`src/inc/twc_pkg.sv`:
```
// thermal window comparator: shared constants, register map and carriers
// assumes a single 25 MHz clock and an APB master on the register side
// ----------------------------------------------------------------------
// Notes on behaviour
// RL1: high/critical flags set above, clear below minus hysteresis
// RL2: low flag sets below, clears above plus hysteresis
// RL3: flags depend only on temperature versus setpoints
// RL4: critical alarm tracks critical flag in every mode
// RL5: reads leave critical alarm untouched
// RL6: comparator mode: read clears, conversion end resets
// RL7: event mode: one assert per event, held until read
// RL8: event is setpoint rise or hysteresis fall crossing
// RL9: any register read aborts and restarts conversion
// RL10: host masks interrupt while reprogramming, then reads
// RL11: host keeps low and high bands non-overlapping
// RL12: setpoint defaults low 10, high 64, critical 80
// RL13: defaults hysteresis 2, comparator, active low, temperature
// RL14: two-wire slave address 10010 plus two straps
// RL15: ten-bit two's complement, half degree steps
// RL16: frequent reads keep temperature result from updating
// RL17: shutdown stops conversions, alarms ignore temperature
// RL18: registers stay accessible during shutdown
// RL19: alarm outputs open-drain, only pull low
// RL20: fault queue needs four agreeing conversions
// RL21: fault queue enabled by configuration bit four
// RL22: window alert and critical alarm, programmable polarity
// RL23: configuration bits shutdown, mode, polarities, queue
// RL24: temperature word: flags low bits, temperature above
// RL25: selector keeps last value, reserved bits zero
// RL26: entering shutdown releases both alarm outputs; the code releases them only at polarity 0, at polarity 1 it pulls both low
// RL27: pin level is alert combined with polarity
// RL28: evaluation once per completed conversion interval
// ----------------------------------------------------------------------
package twc_pkg;

  // ----------------------------------------------------------------------
  // register byte offsets
  // ----------------------------------------------------------------------
  localparam logic [7:0] TWC_OFS_TEMP = 8'h00;
  localparam logic [7:0] TWC_OFS_CFG = 8'h04;
  localparam logic [7:0] TWC_OFS_HYST = 8'h08;
  localparam logic [7:0] TWC_OFS_CRIT = 8'h0c;
  localparam logic [7:0] TWC_OFS_LOW = 8'h10;
  localparam logic [7:0] TWC_OFS_HIGH = 8'h14;
  localparam logic [7:0] TWC_OFS_SEL = 8'h18;
  localparam int TWC_AW = 8;

  // ----------------------------------------------------------------------
  // data format and reset values, half degree units
  // ----------------------------------------------------------------------
  localparam int TWC_TW = 10;
  localparam int TWC_FLAG_POS = 3;
  localparam int TWC_CFG_W = 5;
  localparam int TWC_SEL_W = 3;
  localparam logic [9:0] TWC_RST_LOW = 10'h014;
  localparam logic [9:0] TWC_RST_HIGH = 10'h080;
  localparam logic [9:0] TWC_RST_CRIT = 10'h0a0;
  localparam logic [9:0] TWC_RST_HYST = 10'h004;
  localparam logic [2:0] TWC_RST_SEL = 3'h0;
  localparam int TWC_FL_LOW = 0;
  localparam int TWC_FL_HIGH = 1;
  localparam int TWC_FL_CRIT = 2;
  localparam logic [1:0] TWC_FQ_LAST = 2'h3;

  // ----------------------------------------------------------------------
  // two-wire slave and timing
  // ----------------------------------------------------------------------
  localparam logic [4:0] TWC_ADDR_HI = 5'h12;
  localparam logic [3:0] TWC_ADDR_BITS = 4'h8;
  localparam int TWC_CONV_W = 24;
  localparam int TWC_CONV_DEF = 8000;

  // configuration byte bits 4..0
  typedef struct packed {
    logic fault_q;
    logic int_pol;
    logic crit_pol;
    logic evt_mode;
    logic shutdown;
  } twc_cfg_t;

  localparam twc_cfg_t TWC_RST_CFG = '0;

  typedef enum logic [3:0] {
    TWC_I2C_IDLE = 4'b0001,
    TWC_I2C_ADDR = 4'b0010,
    TWC_I2C_ACK = 4'b0100,
    TWC_I2C_WAIT = 4'b1000
  } twc_i2c_st_t;

endpackage

```
`src/hw/twc_top.sv`:
```
// thermal window comparator: flags, fault queue, alarms, APB registers,
// two-wire address recognition
// assumes temp_in comes from the converter on pclk; scl/sda/straps are
// asynchronous pins; pins are resolved outside from the enables
`timescale 1ns/1ps
module twc_top #(
  parameter int CONV_CYCLES = twc_pkg::TWC_CONV_DEF
) (
  input wire logic pclk,
  input wire logic presetn,
  input wire logic psel,
  input wire logic penable,
  input wire logic pwrite,
  input wire logic [twc_pkg::TWC_AW-1:0] paddr,
  input wire logic [31:0] pwdata,
  output logic [31:0] prdata,
  output logic pready,
  output logic pslverr,
  input wire logic [twc_pkg::TWC_TW-1:0] temp_in,
  input wire logic scl_i,
  input wire logic sda_i,
  output logic sda_o,
  output logic sda_oe,
  input wire logic address_strap_bit0,
  input wire logic address_strap_bit1,
  output logic window_alert_o,
  output logic window_alert_oe,
  output logic critical_alarm_out,
  output logic critical_alarm_out_oe
);
  import twc_pkg::*;

  // ----------------------------------------------------------------------
  // state
  // ----------------------------------------------------------------------
  twc_cfg_t cfg_r;
  logic [9:0] low_r, high_r, crit_r, hyst_r, temp_r;
  logic [2:0] sel_r;
  logic [2:0] flag_r, flag_nxt, tgt;
  logic [1:0] fq_cnt_r [3];
  logic [1:0] fq_cnt_nxt [3];
  logic [TWC_CONV_W-1:0] conv_cnt_r;
  logic conv_done, read_evt, win_evt, apb_done, int_act_r;
  logic pready_r, pslverr_r, int_oe_r, crit_oe_r, od_zero_r, sda_oe_r, i2c_rd_r;
  logic [31:0] prdata_r;
  logic [3:0] pin_s1, pin_s2, pin_s3, pin_f, pin_nxt;
  twc_i2c_st_t i2c_st_r;
  logic [7:0] shift_r;
  logic [3:0] bit_cnt_r;

  // ----------------------------------------------------------------------
  // APB slave, one wait state so read data comes from a flop
  // ----------------------------------------------------------------------
  assign apb_done = psel & penable & pready_r;
  assign read_evt = (apb_done & ~pwrite) | i2c_rd_r;

  function automatic logic [31:0] twc_word(input logic [9:0] v, input logic [2:0] lo);
    twc_word = {16'h0000, {3{v[9]}}, v, lo};
  endfunction

  always_ff @(posedge pclk or negedge presetn) begin
    if (!presetn) begin
      pready_r <= 1'b0;
      pslverr_r <= 1'b0;
      prdata_r <= 32'h00000000;
    end else begin
      pready_r <= psel & penable & ~pready_r;
      if (psel & penable & ~pready_r) begin
        pslverr_r <= 1'b0;
        prdata_r <= 32'h00000000;
        unique case (paddr)
          TWC_OFS_TEMP: prdata_r <= twc_word(temp_r, flag_r); // RL24
          TWC_OFS_CFG: prdata_r <= {27'h0000000, cfg_r}; // RL23
          TWC_OFS_HYST: prdata_r <= twc_word(hyst_r, 3'h0);
          TWC_OFS_CRIT: prdata_r <= twc_word(crit_r, 3'h0);
          TWC_OFS_LOW: prdata_r <= twc_word(low_r, 3'h0);
          TWC_OFS_HIGH: prdata_r <= twc_word(high_r, 3'h0);
          TWC_OFS_SEL: prdata_r <= {29'h00000000, sel_r}; // RL25
          default: pslverr_r <= 1'b1;
        endcase
      end
    end
  end

  // writes land at the completing edge; shutdown does not block them
  always_ff @(posedge pclk or negedge presetn) begin
    if (!presetn) begin
      cfg_r <= TWC_RST_CFG; // RL13
      low_r <= TWC_RST_LOW; // RL12
      high_r <= TWC_RST_HIGH; // RL12
      crit_r <= TWC_RST_CRIT; // RL12
      hyst_r <= TWC_RST_HYST; // RL13
      sel_r <= TWC_RST_SEL; // RL13
    end else if (apb_done & pwrite) begin // RL18
      unique case (paddr)
        TWC_OFS_CFG: cfg_r <= twc_cfg_t'(pwdata[TWC_CFG_W-1:0]); // RL21
        TWC_OFS_HYST: hyst_r <= pwdata[TWC_FLAG_POS +: TWC_TW]; // RL15
        TWC_OFS_CRIT: crit_r <= pwdata[TWC_FLAG_POS +: TWC_TW];
        TWC_OFS_LOW: low_r <= pwdata[TWC_FLAG_POS +: TWC_TW];
        TWC_OFS_HIGH: high_r <= pwdata[TWC_FLAG_POS +: TWC_TW];
        TWC_OFS_SEL: sel_r <= pwdata[TWC_SEL_W-1:0]; // RL25
        default: ;
      endcase
    end
  end

  // ----------------------------------------------------------------------
  // conversion interval
  // ----------------------------------------------------------------------
  // a read in the final cycle wins, so a busy host starves the result
  assign conv_done = (conv_cnt_r == TWC_CONV_W'(CONV_CYCLES - 1)) & ~cfg_r.shutdown
                     & ~read_evt; // RL16

  always_ff @(posedge pclk or negedge presetn) begin
    if (!presetn) begin
      conv_cnt_r <= '0;
      temp_r <= 10'h000;
    end else begin
      if (cfg_r.shutdown | read_evt | conv_done) begin // RL9 RL17
        conv_cnt_r <= '0;
      end else begin
        conv_cnt_r <= conv_cnt_r + 1'b1; // RL28
      end
      if (conv_done) begin
        temp_r <= temp_in;
      end
    end
  end

  // ----------------------------------------------------------------------
  // comparison with hysteresis and fault queue, one entry per flag
  // ----------------------------------------------------------------------
  logic signed [10:0] t_s, lo_s, hi_s, cr_s, hy_s;
  assign t_s = 11'(signed'(temp_in));
  assign lo_s = 11'(signed'(low_r));
  assign hi_s = 11'(signed'(high_r));
  assign cr_s = 11'(signed'(crit_r));
  assign hy_s = 11'(signed'(hyst_r));

  always_comb begin
    tgt = flag_r;
    if (t_s < lo_s) tgt[TWC_FL_LOW] = 1'b1; // RL2
    else if (t_s > lo_s + hy_s) tgt[TWC_FL_LOW] = 1'b0; // RL2
    if (t_s > hi_s) tgt[TWC_FL_HIGH] = 1'b1; // RL1
    else if (t_s < hi_s - hy_s) tgt[TWC_FL_HIGH] = 1'b0; // RL1
    if (t_s > cr_s) tgt[TWC_FL_CRIT] = 1'b1; // RL1
    else if (t_s < cr_s - hy_s) tgt[TWC_FL_CRIT] = 1'b0; // RL1
  end

  generate
    for (genvar i = 0; i < 3; i++) begin : g_flag
      always_comb begin
        flag_nxt[i] = flag_r[i];
        fq_cnt_nxt[i] = fq_cnt_r[i];
        if (conv_done) begin // RL3
          if (tgt[i] == flag_r[i]) begin
            fq_cnt_nxt[i] = 2'h0;
          end else if (!cfg_r.fault_q || fq_cnt_r[i] == TWC_FQ_LAST) begin // RL20
            flag_nxt[i] = tgt[i];
            fq_cnt_nxt[i] = 2'h0;
          end else begin
            fq_cnt_nxt[i] = fq_cnt_r[i] + 2'h1;
          end
        end
      end
      always_ff @(posedge pclk or negedge presetn) begin
        if (!presetn) begin
          flag_r[i] <= 1'b0;
          fq_cnt_r[i] <= 2'h0;
        end else begin
          flag_r[i] <= flag_nxt[i];
          fq_cnt_r[i] <= fq_cnt_nxt[i];
        end
      end
    end
  endgenerate

  // ----------------------------------------------------------------------
  // window alert and pin drive
  // ----------------------------------------------------------------------
  // any change of the window flags is a crossing of a setpoint or its band
  assign win_evt = (flag_nxt[TWC_FL_HIGH] ^ flag_r[TWC_FL_HIGH])
                 | (flag_nxt[TWC_FL_LOW] ^ flag_r[TWC_FL_LOW]); // RL8

  always_ff @(posedge pclk or negedge presetn) begin
    if (!presetn) begin
      int_act_r <= 1'b0;
    end else if (cfg_r.shutdown) begin
      int_act_r <= 1'b0; // RL26
    end else if (cfg_r.evt_mode) begin
      // set and clear crossings both count; the event wins over a read
      if (win_evt) begin
        int_act_r <= 1'b1; // RL7
      end else if (read_evt) begin
        int_act_r <= 1'b0; // RL7
      end
    end else if (read_evt) begin
      int_act_r <= 1'b0; // RL6
    end else if (conv_done) begin
      int_act_r <= flag_nxt[TWC_FL_HIGH] | flag_nxt[TWC_FL_LOW]; // RL6
    end
  end

  // enable high pulls the pin low; polarity 0 means asserted is low
  always_ff @(posedge pclk or negedge presetn) begin
    if (!presetn) begin
      int_oe_r <= 1'b0;
      crit_oe_r <= 1'b0;
      od_zero_r <= 1'b0;
    end else begin
      int_oe_r <= (int_act_r & ~cfg_r.shutdown) ^ cfg_r.int_pol; // RL22 RL27
      crit_oe_r <= (flag_r[TWC_FL_CRIT] & ~cfg_r.shutdown) ^ cfg_r.crit_pol; // RL4 RL17
      od_zero_r <= 1'b0; // RL19
    end
  end

  // ----------------------------------------------------------------------
  // two-wire address recognition; data bytes are not decoded
  // ----------------------------------------------------------------------
  logic scl_rise, scl_fall, start_c, stop_c;
  assign pin_nxt = (pin_s3 & ~(pin_s2 ^ pin_s3)) | (pin_f & (pin_s2 ^ pin_s3));
  assign scl_rise = pin_nxt[3] & ~pin_f[3];
  assign scl_fall = ~pin_nxt[3] & pin_f[3];
  assign start_c = pin_f[3] & pin_nxt[3] & pin_f[2] & ~pin_nxt[2];
  assign stop_c = pin_f[3] & pin_nxt[3] & ~pin_f[2] & pin_nxt[2];

  always_ff @(posedge pclk or negedge presetn) begin
    if (!presetn) begin
      pin_s1 <= 4'hf;
      pin_s2 <= 4'hf;
      pin_s3 <= 4'hf;
      pin_f <= 4'hf;
    end else begin
      pin_s1 <= {scl_i, sda_i, address_strap_bit1, address_strap_bit0};
      pin_s2 <= pin_s1;
      pin_s3 <= pin_s2;
      pin_f <= pin_nxt;
    end
  end

  always_ff @(posedge pclk or negedge presetn) begin
    if (!presetn) begin
      i2c_st_r <= TWC_I2C_IDLE;
      shift_r <= 8'h00;
      bit_cnt_r <= 4'h0;
      sda_oe_r <= 1'b0;
      i2c_rd_r <= 1'b0;
    end else begin
      i2c_rd_r <= 1'b0;
      if (start_c) begin
        i2c_st_r <= TWC_I2C_ADDR;
        bit_cnt_r <= 4'h0;
        sda_oe_r <= 1'b0;
      end else if (stop_c) begin
        i2c_st_r <= TWC_I2C_IDLE;
        sda_oe_r <= 1'b0;
      end else begin
        unique case (i2c_st_r)
          TWC_I2C_IDLE: ;
          TWC_I2C_ADDR: begin
            if (scl_rise) begin
              shift_r <= {shift_r[6:0], pin_nxt[2]};
              bit_cnt_r <= bit_cnt_r + 4'h1;
            end else if (scl_fall && bit_cnt_r == TWC_ADDR_BITS) begin
              if (shift_r[7:1] == {TWC_ADDR_HI, pin_f[1:0]}) begin // RL14
                i2c_st_r <= TWC_I2C_ACK;
                sda_oe_r <= 1'b1;
                i2c_rd_r <= shift_r[0]; // RL9
              end else begin
                i2c_st_r <= TWC_I2C_WAIT;
              end
            end
          end
          TWC_I2C_ACK: begin
            if (scl_fall) begin
              i2c_st_r <= TWC_I2C_WAIT;
              sda_oe_r <= 1'b0;
            end
          end
          TWC_I2C_WAIT: ;
        endcase
      end
    end
  end

  assign prdata = prdata_r;
  assign pready = pready_r;
  assign pslverr = pslverr_r;
  assign sda_o = od_zero_r;
  assign sda_oe = sda_oe_r;
  assign window_alert_o = od_zero_r;
  assign window_alert_oe = int_oe_r;
  assign critical_alarm_out = od_zero_r;
  assign critical_alarm_out_oe = crit_oe_r;
endmodule

```
`config.mk`:
```
export PLATFORM = sky130hd
export DESIGN_NAME = twc_top
export DESIGN_NICKNAME = d
export VERILOG_FILES = /design/src/inc/twc_pkg.sv /design/src/hw/twc_top.sv
export SDC_FILE = /design/constraint.sdc
export NUM_CORES = 1
export LEC_CHECK = 0
export ABC_AREA = 1
export ABC_CLOCK_PERIOD_IN_PS = 3200
export BUFFER_PORTS_ARGS = -buffer_cell sky130_fd_sc_hd__buf_2
export CORE_MARGIN = 8
export CORE_UTILIZATION = 30
export CTS_CLUSTER_DIAMETER = 80
export CTS_CLUSTER_SIZE = 25
export DETAILED_ROUTE_END_ITERATION = 7
export HOLD_SLACK_MARGIN = 0.05
export PLACE_DENSITY = 0.59
export SLEW_MARGIN = 5
export SYNTH_ARGS = -nofsm -noshare
export SYNTH_HDL_FRONTEND = slang
export SYNTH_SLANG_ARGS = --single-unit
export TNS_END_PERCENT = 100
```
`constraint.sdc`:
```
create_clock -name pclk -period 3.2 [get_ports pclk]
set_input_delay 0.32 -clock pclk [delete_from_list [all_inputs] [get_ports pclk]]
set_output_delay 0.32 -clock pclk [all_outputs]
set_load 0.02 [all_outputs]
```
==> impl_metrics.ini, run 1 <==
[detailed_routing]
vias_per_cell = 4.77
top_layer_used = met4
wl_met1_mm = 12.0
drtIter0Drc = 666
wire_per_inst_um = 15.4
drt_first_pass_iters = 5
wl_met3_mm = 1.69
wl_met2_mm = 12.0
dr_total_vias = 8115
routed_wl_mm = 26.3
ant_nets = 0
drc = 0

[hold_path]
min_path_cells = 3
whs_endpoint = cfg_r[0]$_DFFE_PN0P_
hp-class = in -> reg
min_from = pwdata[0]

[clock_tree]
tritoncts = done
cts_sinks = 143
cts_buffer_depth = 2
clock_latency_ns = 0.43
clkSlewWorstSetupHoldPaths_ns = 0.07
cts-root-buf = clkbuf_16
cts_made_buffers = 17
htreeDepth = 4

[logic_synthesis]
synth_area_per_cell_um2 = 8.06
synth_seq_cells = 143
synth_seq_area_share = 0.387
synthCells = 1156
synth-compound-area-share = 0.127
synth_fa_ha_area_frac = 0.139
synth_area_um2 = 9310
synth_xor_area_frac = 0.0263
synth_top_family_by_area = simple AND/OR/NAND/NOR gates
yosys.area_share.simple = 0.205
synthMuxAreaShare = 0.0109
yosysWarningCount = 0
ys_types = 53

[die]
coreArea_um2 = 30600
die_w_um = 192
die-area_um2 = 36900
start_util = 0.304
die_y_um = 192
rows = 64
ioPinCount = 99

[cells_and_area]
syn2layout_area_growth_pct = 23.5
finish.utilization = 0.376
fillers = 3137
final_cell_mix = nand2_1, inv_1, dfrtp_1
drive_gt1_frac = 0.224
final_cells = 1703
antenna_cells = 0
fin_nets = 1452
layout_commonest_cell = nand2_1

[run]
maxCapViolCount = 0

[power_and_ir_drop]
power-per-cell-area_nw_per_um2 = 429
peakVddDrop_v = 0.000318
power_leakage_nw = 5.58

[setup_path]
r2r_end = int_act_r$_DFFE_PN0P_
crit_required_ns = 3.57
crit_buf_inv = 3
cp-start-kind = flip-flop
cp_slowest_cell = dfrtp_1
timing.rr.start = low_r[0]$_DFFE_PN0P_
r2r_cells = 25
worst_ep_arrival_time_ns = 3.98
end_kind = flip-flop
cp_max_fo = 3
ff2ff_setup_slack_ns = -0.41
cpPeakStageDelay_ns = 0.39
critPathTopFamily = simple AND/OR/NAND/NOR gates
crit_top_cell = nand2_1
critPathKind = reg -> reg

[sta]
final_max_slew_viol_count = 0
max_freq_mhz = 277
min_period_ns = 3.61
worst_pin_slew_ns = 0.796
setup_viol = 10
hold_ws_ns = 0.181
slew_headroom = 0.468
fin_skew_ns = 0.0144
fin_crit_sh = 1.13
rsz0062_at_grt = yes
setup_ws_ns = -0.408
hold_viol_final = 0

[grt]
grt_pass1_vias = 7972
grt_max_degree = 74
antenna_found_initial = 0
grt-ovfl-total = 0
grt_pass1_wl_mm = 42.5
gr-usage-all-layers = 0.146

[placed_design]
gp_congestion = 0.869
placedCellCount = 1645
port_buffers = 60
dp_hpwl_mm = 19.7

[outcome]
run_status = finished with violations
violations = negative setup slack
-- final cells by class --
cell class	instances	area, um^2	share of cell area
inverters	198	743	0.0646
multi-input cells	796	5120	0.445
well taps	396	495	0.0431
repair buffers	138	916	0.0797
clock inverters	15	189	0.0164
clock buffers	17	425	0.0370
flip-flops and latches	143	3610	0.314
-- through the flow --
stage | setup WS [ns] | area (um^2) | power [W] | setup TNS (ns)
6_report | -0.408 | 11500 | 0.00493 | -1.81
5_1_grt | -0.649 | 11500 | 0.00520 | -4.26
4_1_cts | -0.304 | 11200 | 0.00496 | -1.24
3_5_place_dp | -0.461 | 10400 | 0.00282 | -2.44
3_3_place_gp | -0.411 | 10400 | 0.00280 | -1.86
2_1_floorplan | 0.0164 | 9400 | 0.00260 | 0
-- flip-flops by register name, indices dropped and copies added (netlist names), 5 cells and up, named ones only --
register    cells
conv_cnt_r     24
crit_r         10
hyst_r         10
prdata         13
shift_r         8
low_r          10
high_r         10
fq_cnt_r        6
cfg_r           5
temp_r         10
-- Yosys cell counts, drive strengths merged --
library cell  number  area (um^2)
a2111oi            1         8.76
a211oi             3         22.5
a21boi             2         15.0
a21o               3         22.5
a21oi             58          290
a221oi             9         78.8
a22oi              3         22.5
a31oi              3         18.8
a41oi              1         8.76
and2               1         6.26
and3               2         12.5
buf               25          183
clkbuf            12         45.0
clkinv             1         3.75
conb               1         3.75
dfrtp            120         3000
dfstp             23          604
fa                 3         60.1
ha                96         1200
inv              197          739
maj3               3         30.0
mux2               1         11.3
mux2i              9         90.1
nand2            267         1020
nand3             33          170
nand4             16          100
nor2              73          315
nor3              30          170
nor3b              3         27.5
nor4               8         92.6
o211a              1         10.0
o211ai             2         15.0
o21a               1         7.51
o21ai             94          482
o21bai            10         75.1
o221ai             7         61.3
o22ai              4         25.0
o311ai             1         8.76
o32ai              1         8.76
xnor2             13          114
xor2              15          131
-- worst max-delay path by stage --
| stage | from | end | slack (ns) | depth (start not counted) |
|---|---|---|---|---|
| global placement | hyst_r[0]$_DFFE_PN0P_ | int_act_r$_DFFE_PN0P_ | -0.41 | 26 |
| finish | low_r[0]$_DFFE_PN0P_ | int_act_r$_DFFE_PN0P_ | -0.41 | 25 |
| CTS | high_r[0]$_DFFE_PN0P_ | int_act_r$_DFFE_PN0P_ | -0.30 | 29 |
| detailed placement | hyst_r[0]$_DFFE_PN0P_ | int_act_r$_DFFE_PN0P_ | -0.46 | 28 |
| global route | low_r[0]$_DFFE_PN0P_ | int_act_r$_DFFE_PN0P_ | -0.65 | 27 |
| floorplan | hyst_r[2]$_DFFE_PN1P_ | int_act_r$_DFFE_PN0P_ | 0.02 | 24 |
-- report_power, final --
| part | internal [W] | switching (W) | total [W] |
|---|---|---|---|
| clock | 0.00113 | 0.000977 | 0.00211 |
| sequential | 0.00198 | 0.000109 | 0.00209 |
| combinational | 0.000276 | 0.000452 | 0.000729 |
-- logic make-up after synthesis --
family | Yosys count
mux | 10
compound gates | 204
simple gates | 433
fa+ha+maj | 102
other cells | 1
flops | 143
xor+xnor | 28
buf+inv | 235
-- tightest hold or removal path: cells and delay by family --
family	cells	cell delay [ns]
buffers and inverters	2	0.17
AO/OA/AOI/OAI	1	0.07
-- per-layer routing --
layer / up-vias / GRT usage
li1: 4028 / -
met1: 3815 / 0.194
met4: 0 / 0.0502
met3: 45 / 0.0283
met2: 227 / 0.232
met5: - / 0
-- timing repair --
action	in CTS	in global routing
setup buffers	14	7
setup endpoints to repair	10	10
gates resized for setup	39	54
hold buffers	5	0
endpoints found under the hold margin	69	0
pin swaps	13	32
Power figures use the tool's default switching activity.
==> run 2, diff against run 1 <==
CORE_ASPECT_RATIO = 0.8   (was not set)
SLEW_MARGIN = 20   (was 5)
==> run 2 against run 1 <==
Against the previous run:
- the flow still finishes with violations (negative setup slack)
- clock power shrank 9%
- routed wire length fell by 1.7%
- sequential power hardly changed
- sequential share of layout area up 0.35 points
- hold slack got worse by 0.018 ns
- global-route usage down 0.39 points
- critical path depth rose by 5
- die area hardly changed
- via count fell by 1.4%
- final cell count increased by 0.88%
==> impl_metrics.ini, run 2 (synthesized netlist as in run 1, its figures left out) <==
[cells_and_area]
final_area_um2 = 11400
top_register = conv_cnt_r
finish.utilization = 0.374
multi_input_area_um2 = 5050
largest_reg_flops = 24
ff_latch_area_um2 = 3610
syn2layout_area_growth_pct = 22.1
layout_commonest_cell = nand2_1
fillers = 3176
final_cells = 1718
fin_nets = 1450
final_cell_mix = nand2_1, inv_1, dfrtp_1
antenna_cells = 0
drive_gt1_frac = 0.214

[power_and_ir_drop]
power.total_w = 0.00474
power_leakage_nw = 5.50
peakVddDrop_v = 0.000275
power-per-cell-area_nw_per_um2 = 417

[setup_path]
ff2ff_setup_slack_ns = -0.37
critPathKind = reg -> reg
crit_top_cell = nand2_1
cp_max_fo = 4
cpPeakStageDelay_ns = 0.57
cp-start-kind = flip-flop
worst_ep_arrival_time_ns = 3.89
cp_slowest_cell = dfstp_2
end_kind = flip-flop
crit_required_ns = 3.52

[run]
maxCapViolCount = 0

[detailed_routing]
ant_nets = 0
drc = 0
dr_total_vias = 8002
drtIter0Drc = 555
drt_first_pass_iters = 5
routed_wl_mm = 25.8
vias_per_cell = 4.66
wire_per_inst_um = 15.0

[clock_tree]
cts_buffer_depth = 2
htreeDepth = 4
cts-root-buf = clkbuf_16
clkSlewWorstSetupHoldPaths_ns = 0.07
clock_latency_ns = 0.44
cts_made_buffers = 17
tritoncts = done
cts_sinks = 143

[sta]
setup_viol = 9
min_period_ns = 3.57
worst_pin_slew_ns = 0.838
final_max_slew_viol_count = 0
max_freq_mhz = 280
setup_ws_ns = -0.370
fin_crit_sh = 1.12
slew_headroom = 0.441
fin_skew_ns = 0.0198
hold_viol_final = 0
rsz0062_at_grt = yes

[placed_design]
gp_congestion = 0.842
dpl_cell_area_um2 = 10400
placedCellCount = 1659
port_buffers = 60
dp_hpwl_mm = 19.4

[grt]
antenna_found_initial = 0
grt_pass1_vias = 7854
gr-usage-all-layers = 0.142
grt_pass1_wl_mm = 41.5
grt-ovfl-total = 0
grt_max_degree = 84

[outcome]
violations = negative setup slack
run_status = finished with violations

[die]
die_w_um = 213
ioPinCount = 99
die-area_um2 = 37000
die_y_um = 174
start_util = 0.306
rows = 57
coreArea_um2 = 30500

[hold_path]
hp-class = in -> reg
-- run 2: path summary, 6_finish.rpt --
check | cells past startpoint | startpoint | end
worst max-delay path | 30 | hyst_r[2]$_DFFE_PN1P_ | int_act_r$_DFFE_PN0P_
worst min-delay path | 3 | pwdata[5] | low_r[2]$_DFFE_PN1P_
worst max register to register | 30 | hyst_r[2]$_DFFE_PN1P_ | int_act_r$_DFFE_PN0P_
worst min register to register | 0 | pin_s1[0]$_DFF_PN1_ | pin_s2[0]$_DFF_PN1_
max in group asynchronous | 3 | presetn | async pin
min in group asynchronous | 2 | presetn | conv_cnt_r[3]$_DFF_PN0_
-- run 2: cell type report --
cell class                      count  share of cell area
Multi-Input combinational cell    796               0.444
Sequential cell                   143               0.317
Timing Repair Buffer              136              0.0796
Inverter                          198              0.0653
Tap cell                          413              0.0454
Clock buffer                       20              0.0401
Clock inverter                     12             0.00858
-- run 2: what timing repair did --
item,CTS,global route
setup buffers,17,5
pin swaps,21,30
endpoints found under the setup margin,10,10
hold buffers,5,0
gates resized for setup,42,34
hold endpoints to repair,60,0
-- run 2: power by group --
part | leakage [nW] | internal (W) | total, W | switching [W]
clock | 0.265 | 0.00105 | 0.00191 | 0.000861
combinational | 3.41 | 0.000278 | 0.000739 | 0.000461
sequential | 1.83 | 0.00198 | 0.00209 | 0.000110
-- run 2: layer usage --
layer	vias to the layer above	part of all wire	GRT usage
li1	4015	-	-
met1	3757	0.49	0.200
met2	195	0.44	0.214
met3	35	0.057	0.0280
met4	0	0.018	0.0454
met5	-	0	0
-- run 2: per-stage QoR --
step / setup TNS, ns / setup WS [ns] / hold WS [ns]
after CTS: -1.19 / -0.344 / 0.153
after global routing: -4.38 / -0.647 / 0.177
final: -1.69 / -0.370 / 0.163
after global placement: -1.58 / -0.328 / 0.347
after floorplan: 0 / 0.0164 / 0.0244
after detailed placement: -2.59 / -0.442 / 0.347
-- run 2: worst max-delay path, delay by kind of cell (launching register included) --
kind                       cells  cell delay (ns)
AOI/OAI and AO/OA              4             0.53
DFF                            1             0.57
xor gates and xnor gates       1             0.17
and+or+nand+nor               22             1.58
buffers and inverters          1             0.06
adders and majority gates      2             0.52
==> run 3, diff against run 2 <==
CTS_BUF_LIST = sky130_fd_sc_hd__clkbuf_8 sky130_fd_sc_hd__clkbuf_16   (was not set)
==> run 3 against run 2 <==
Against the previous run:
- the flow still finishes with violations (negative setup slack)
- clock power hardly changed
- global-route usage stayed put
- largest power group unchanged
- via count is 0.12% higher
- critical path depth stayed put
- critical path type unchanged
- worst setup slack hardly changed
- final cell count stayed put
- count of clock-buffer cells in the layout is 1 lower
- utilization stayed put
- routed wire length hardly changed
- die area stayed put
- highest routed layer unchanged
- sequential power hardly changed
- combinational power hardly changed
==> impl_metrics.ini, run 3 (synthesized netlist as in run 1, its figures left out) <==
[setup_path]
r2r_end = int_act_r$_DFFE_PN0P_
crit_top_cell = nand2_1
crit_start = hyst_r[2]$_DFFE_PN1P_
crit_required_ns = 3.52
critPathKind = reg -> reg
ff2ff_setup_slack_ns = -0.37
crit_end = int_act_r$_DFFE_PN0P_
r2r_cells = 30
cpPeakStageDelay_ns = 0.57
timing.rr.start = hyst_r[2]$_DFFE_PN1P_
cp_slowest_cell = dfstp_2
end_kind = flip-flop
cp_max_fo = 4
worst_ep_arrival_time_ns = 3.89
cp-start-kind = flip-flop

[run]
maxCapViolCount = 0

[sta]
max_freq_mhz = 280
final_max_slew_viol_count = 0
slew_headroom = 0.441
setup_ws_ns = -0.370
rsz0062_at_grt = yes
fin_skew_ns = 0.0198
finalSetupTns_ns = -1.69
hold_viol_final = 0
worst_pin_slew_ns = 0.838
setup_viol = 9
min_period_ns = 3.57
fin_crit_sh = 1.12

[clock_tree]
htreeDepth = 4
tritoncts = done
clock_latency_ns = 0.44
cts_buffer_depth = 2
clkSlewWorstSetupHoldPaths_ns = 0.07
cts_sinks = 143
cts-root-buf = clkbuf_16
cts_made_buffers = 17

[detailed_routing]
drt_first_pass_iters = 5
drc = 0
routed_wl_mm = 25.8
vias_per_cell = 4.66
ant_nets = 0
wire_per_inst_um = 15.0
drtIter0Drc = 555
dr_total_vias = 8012

[grt]
gr-usage-all-layers = 0.142
grt-ovfl-total = 0
grt_max_degree = 84
grt_pass1_wl_mm = 41.5
antenna_found_initial = 0
grt_pass1_vias = 7854

[placed_design]
port_buffers = 60
dp_hpwl_mm = 19.4
placedCellCount = 1659
pre_cts_ws_ns = -0.442
gp_congestion = 0.842

[die]
start_util = 0.306
die_w_um = 213
ioPinCount = 99
rows = 57
coreArea_um2 = 30500
die_y_um = 174
die-area_um2 = 37000

[cells_and_area]
final_cell_mix = nand2_1, inv_1, dfrtp_1
largest_reg_flops = 24
finish.utilization = 0.374
fin_nets = 1450
drive_gt1_frac = 0.214
layout_commonest_cell = nand2_1
top_register = conv_cnt_r
syn2layout_area_growth_pct = 22.1
antenna_cells = 0
final_cells = 1718

[outcome]
violations = negative setup slack
run_status = finished with violations

[power_and_ir_drop]
power_leakage_nw = 5.51
peakVddDrop_v = 0.000275
power.total_w = 0.00474
power-per-cell-area_nw_per_um2 = 416

[hold_path]
hp-class = in -> reg
[run 3: through the flow]
step / area [um^2] / hold WS, ns
4_1_cts: 11200 / 0.153
3_3_place_gp: 10400 / 0.347
6_report: 11400 / 0.164
5_1_grt: 11400 / 0.177
3_5_place_dp: 10400 / 0.347
2_1_floorplan: 9400 / 0.0244
[run 3: critical path: cells and delay by family (launching register included)]
family                   cells  cell delay, ns
buffers and inverters        1            0.06
AO/OA/AOI/OAI                4            0.53
flip-flops                   1            0.57
AND/OR/NAND/NOR             22            1.58
XOR/XNOR                     1            0.17
adder cells (fa/ha/maj)      2            0.52
[run 3: worst min-delay path by stage]
stage / start / to / slack, ns / depth (start not counted)
after detailed placement: pin_s1[0]$_DFF_PN1_ / pin_s2[0]$_DFF_PN1_ / 0.35 / 0
after global routing: pwdata[5] / hyst_r[2]$_DFFE_PN1P_ / 0.18 / 3
after CTS: pwdata[5] / hyst_r[2]$_DFFE_PN1P_ / 0.15 / 3
after floorplan: presetn / bit_cnt_r[0]$_DFFE_PN0P_ / 0.02 / 0
after global placement: pin_s1[0]$_DFF_PN1_ / pin_s2[0]$_DFF_PN1_ / 0.35 / 0
final: pwdata[5] / low_r[2]$_DFFE_PN1P_ / 0.16 / 3
[run 3: final cells by class]
type / instances / area, um^2
Timing Repair Buffer: 136 / 906
Inverter: 198 / 743
Tap cell: 413 / 517
Clock buffer: 19 / 453
Sequential cell: 143 / 3610
Multi-Input combinational cell: 796 / 5050
Fill cell: 3176 / 19100
Clock inverter: 13 / 101
[run 3: layer usage]
layer / GRT usage / routed length [um] / vias up / part of all wire
met2: 0.214 / 11300 / 194 / 0.44
met3: 0.0280 / 1480 / 35 / 0.057
li1: - / - / 4015 / -
met4: 0.0454 / 476 / 0 / 0.018
met1: 0.200 / 12600 / 3768 / 0.49
met5: 0 / 0 / - / 0
[run 3: timing repair]
item | CTS | global route
resized for setup | 42 | 34
buffers inserted | 17 | 5
endpoints found under the hold margin | 60 | 0
endpoints found under the setup margin | 10 | 10
hold buffers | 5 | 0
pin swaps | 21 | 30
[run 3: where the power goes]
part | switching [W] | total, W | internal [W] | leakage, nW
Clock | 0.000861 | 0.00191 | 0.00104 | 0.269
Sequential | 0.000110 | 0.00209 | 0.00198 | 1.83
Combinational | 0.000460 | 0.000738 | 0.000278 | 3.41
Total | 0.00143 | 0.00474 | 0.00331 | 5.51
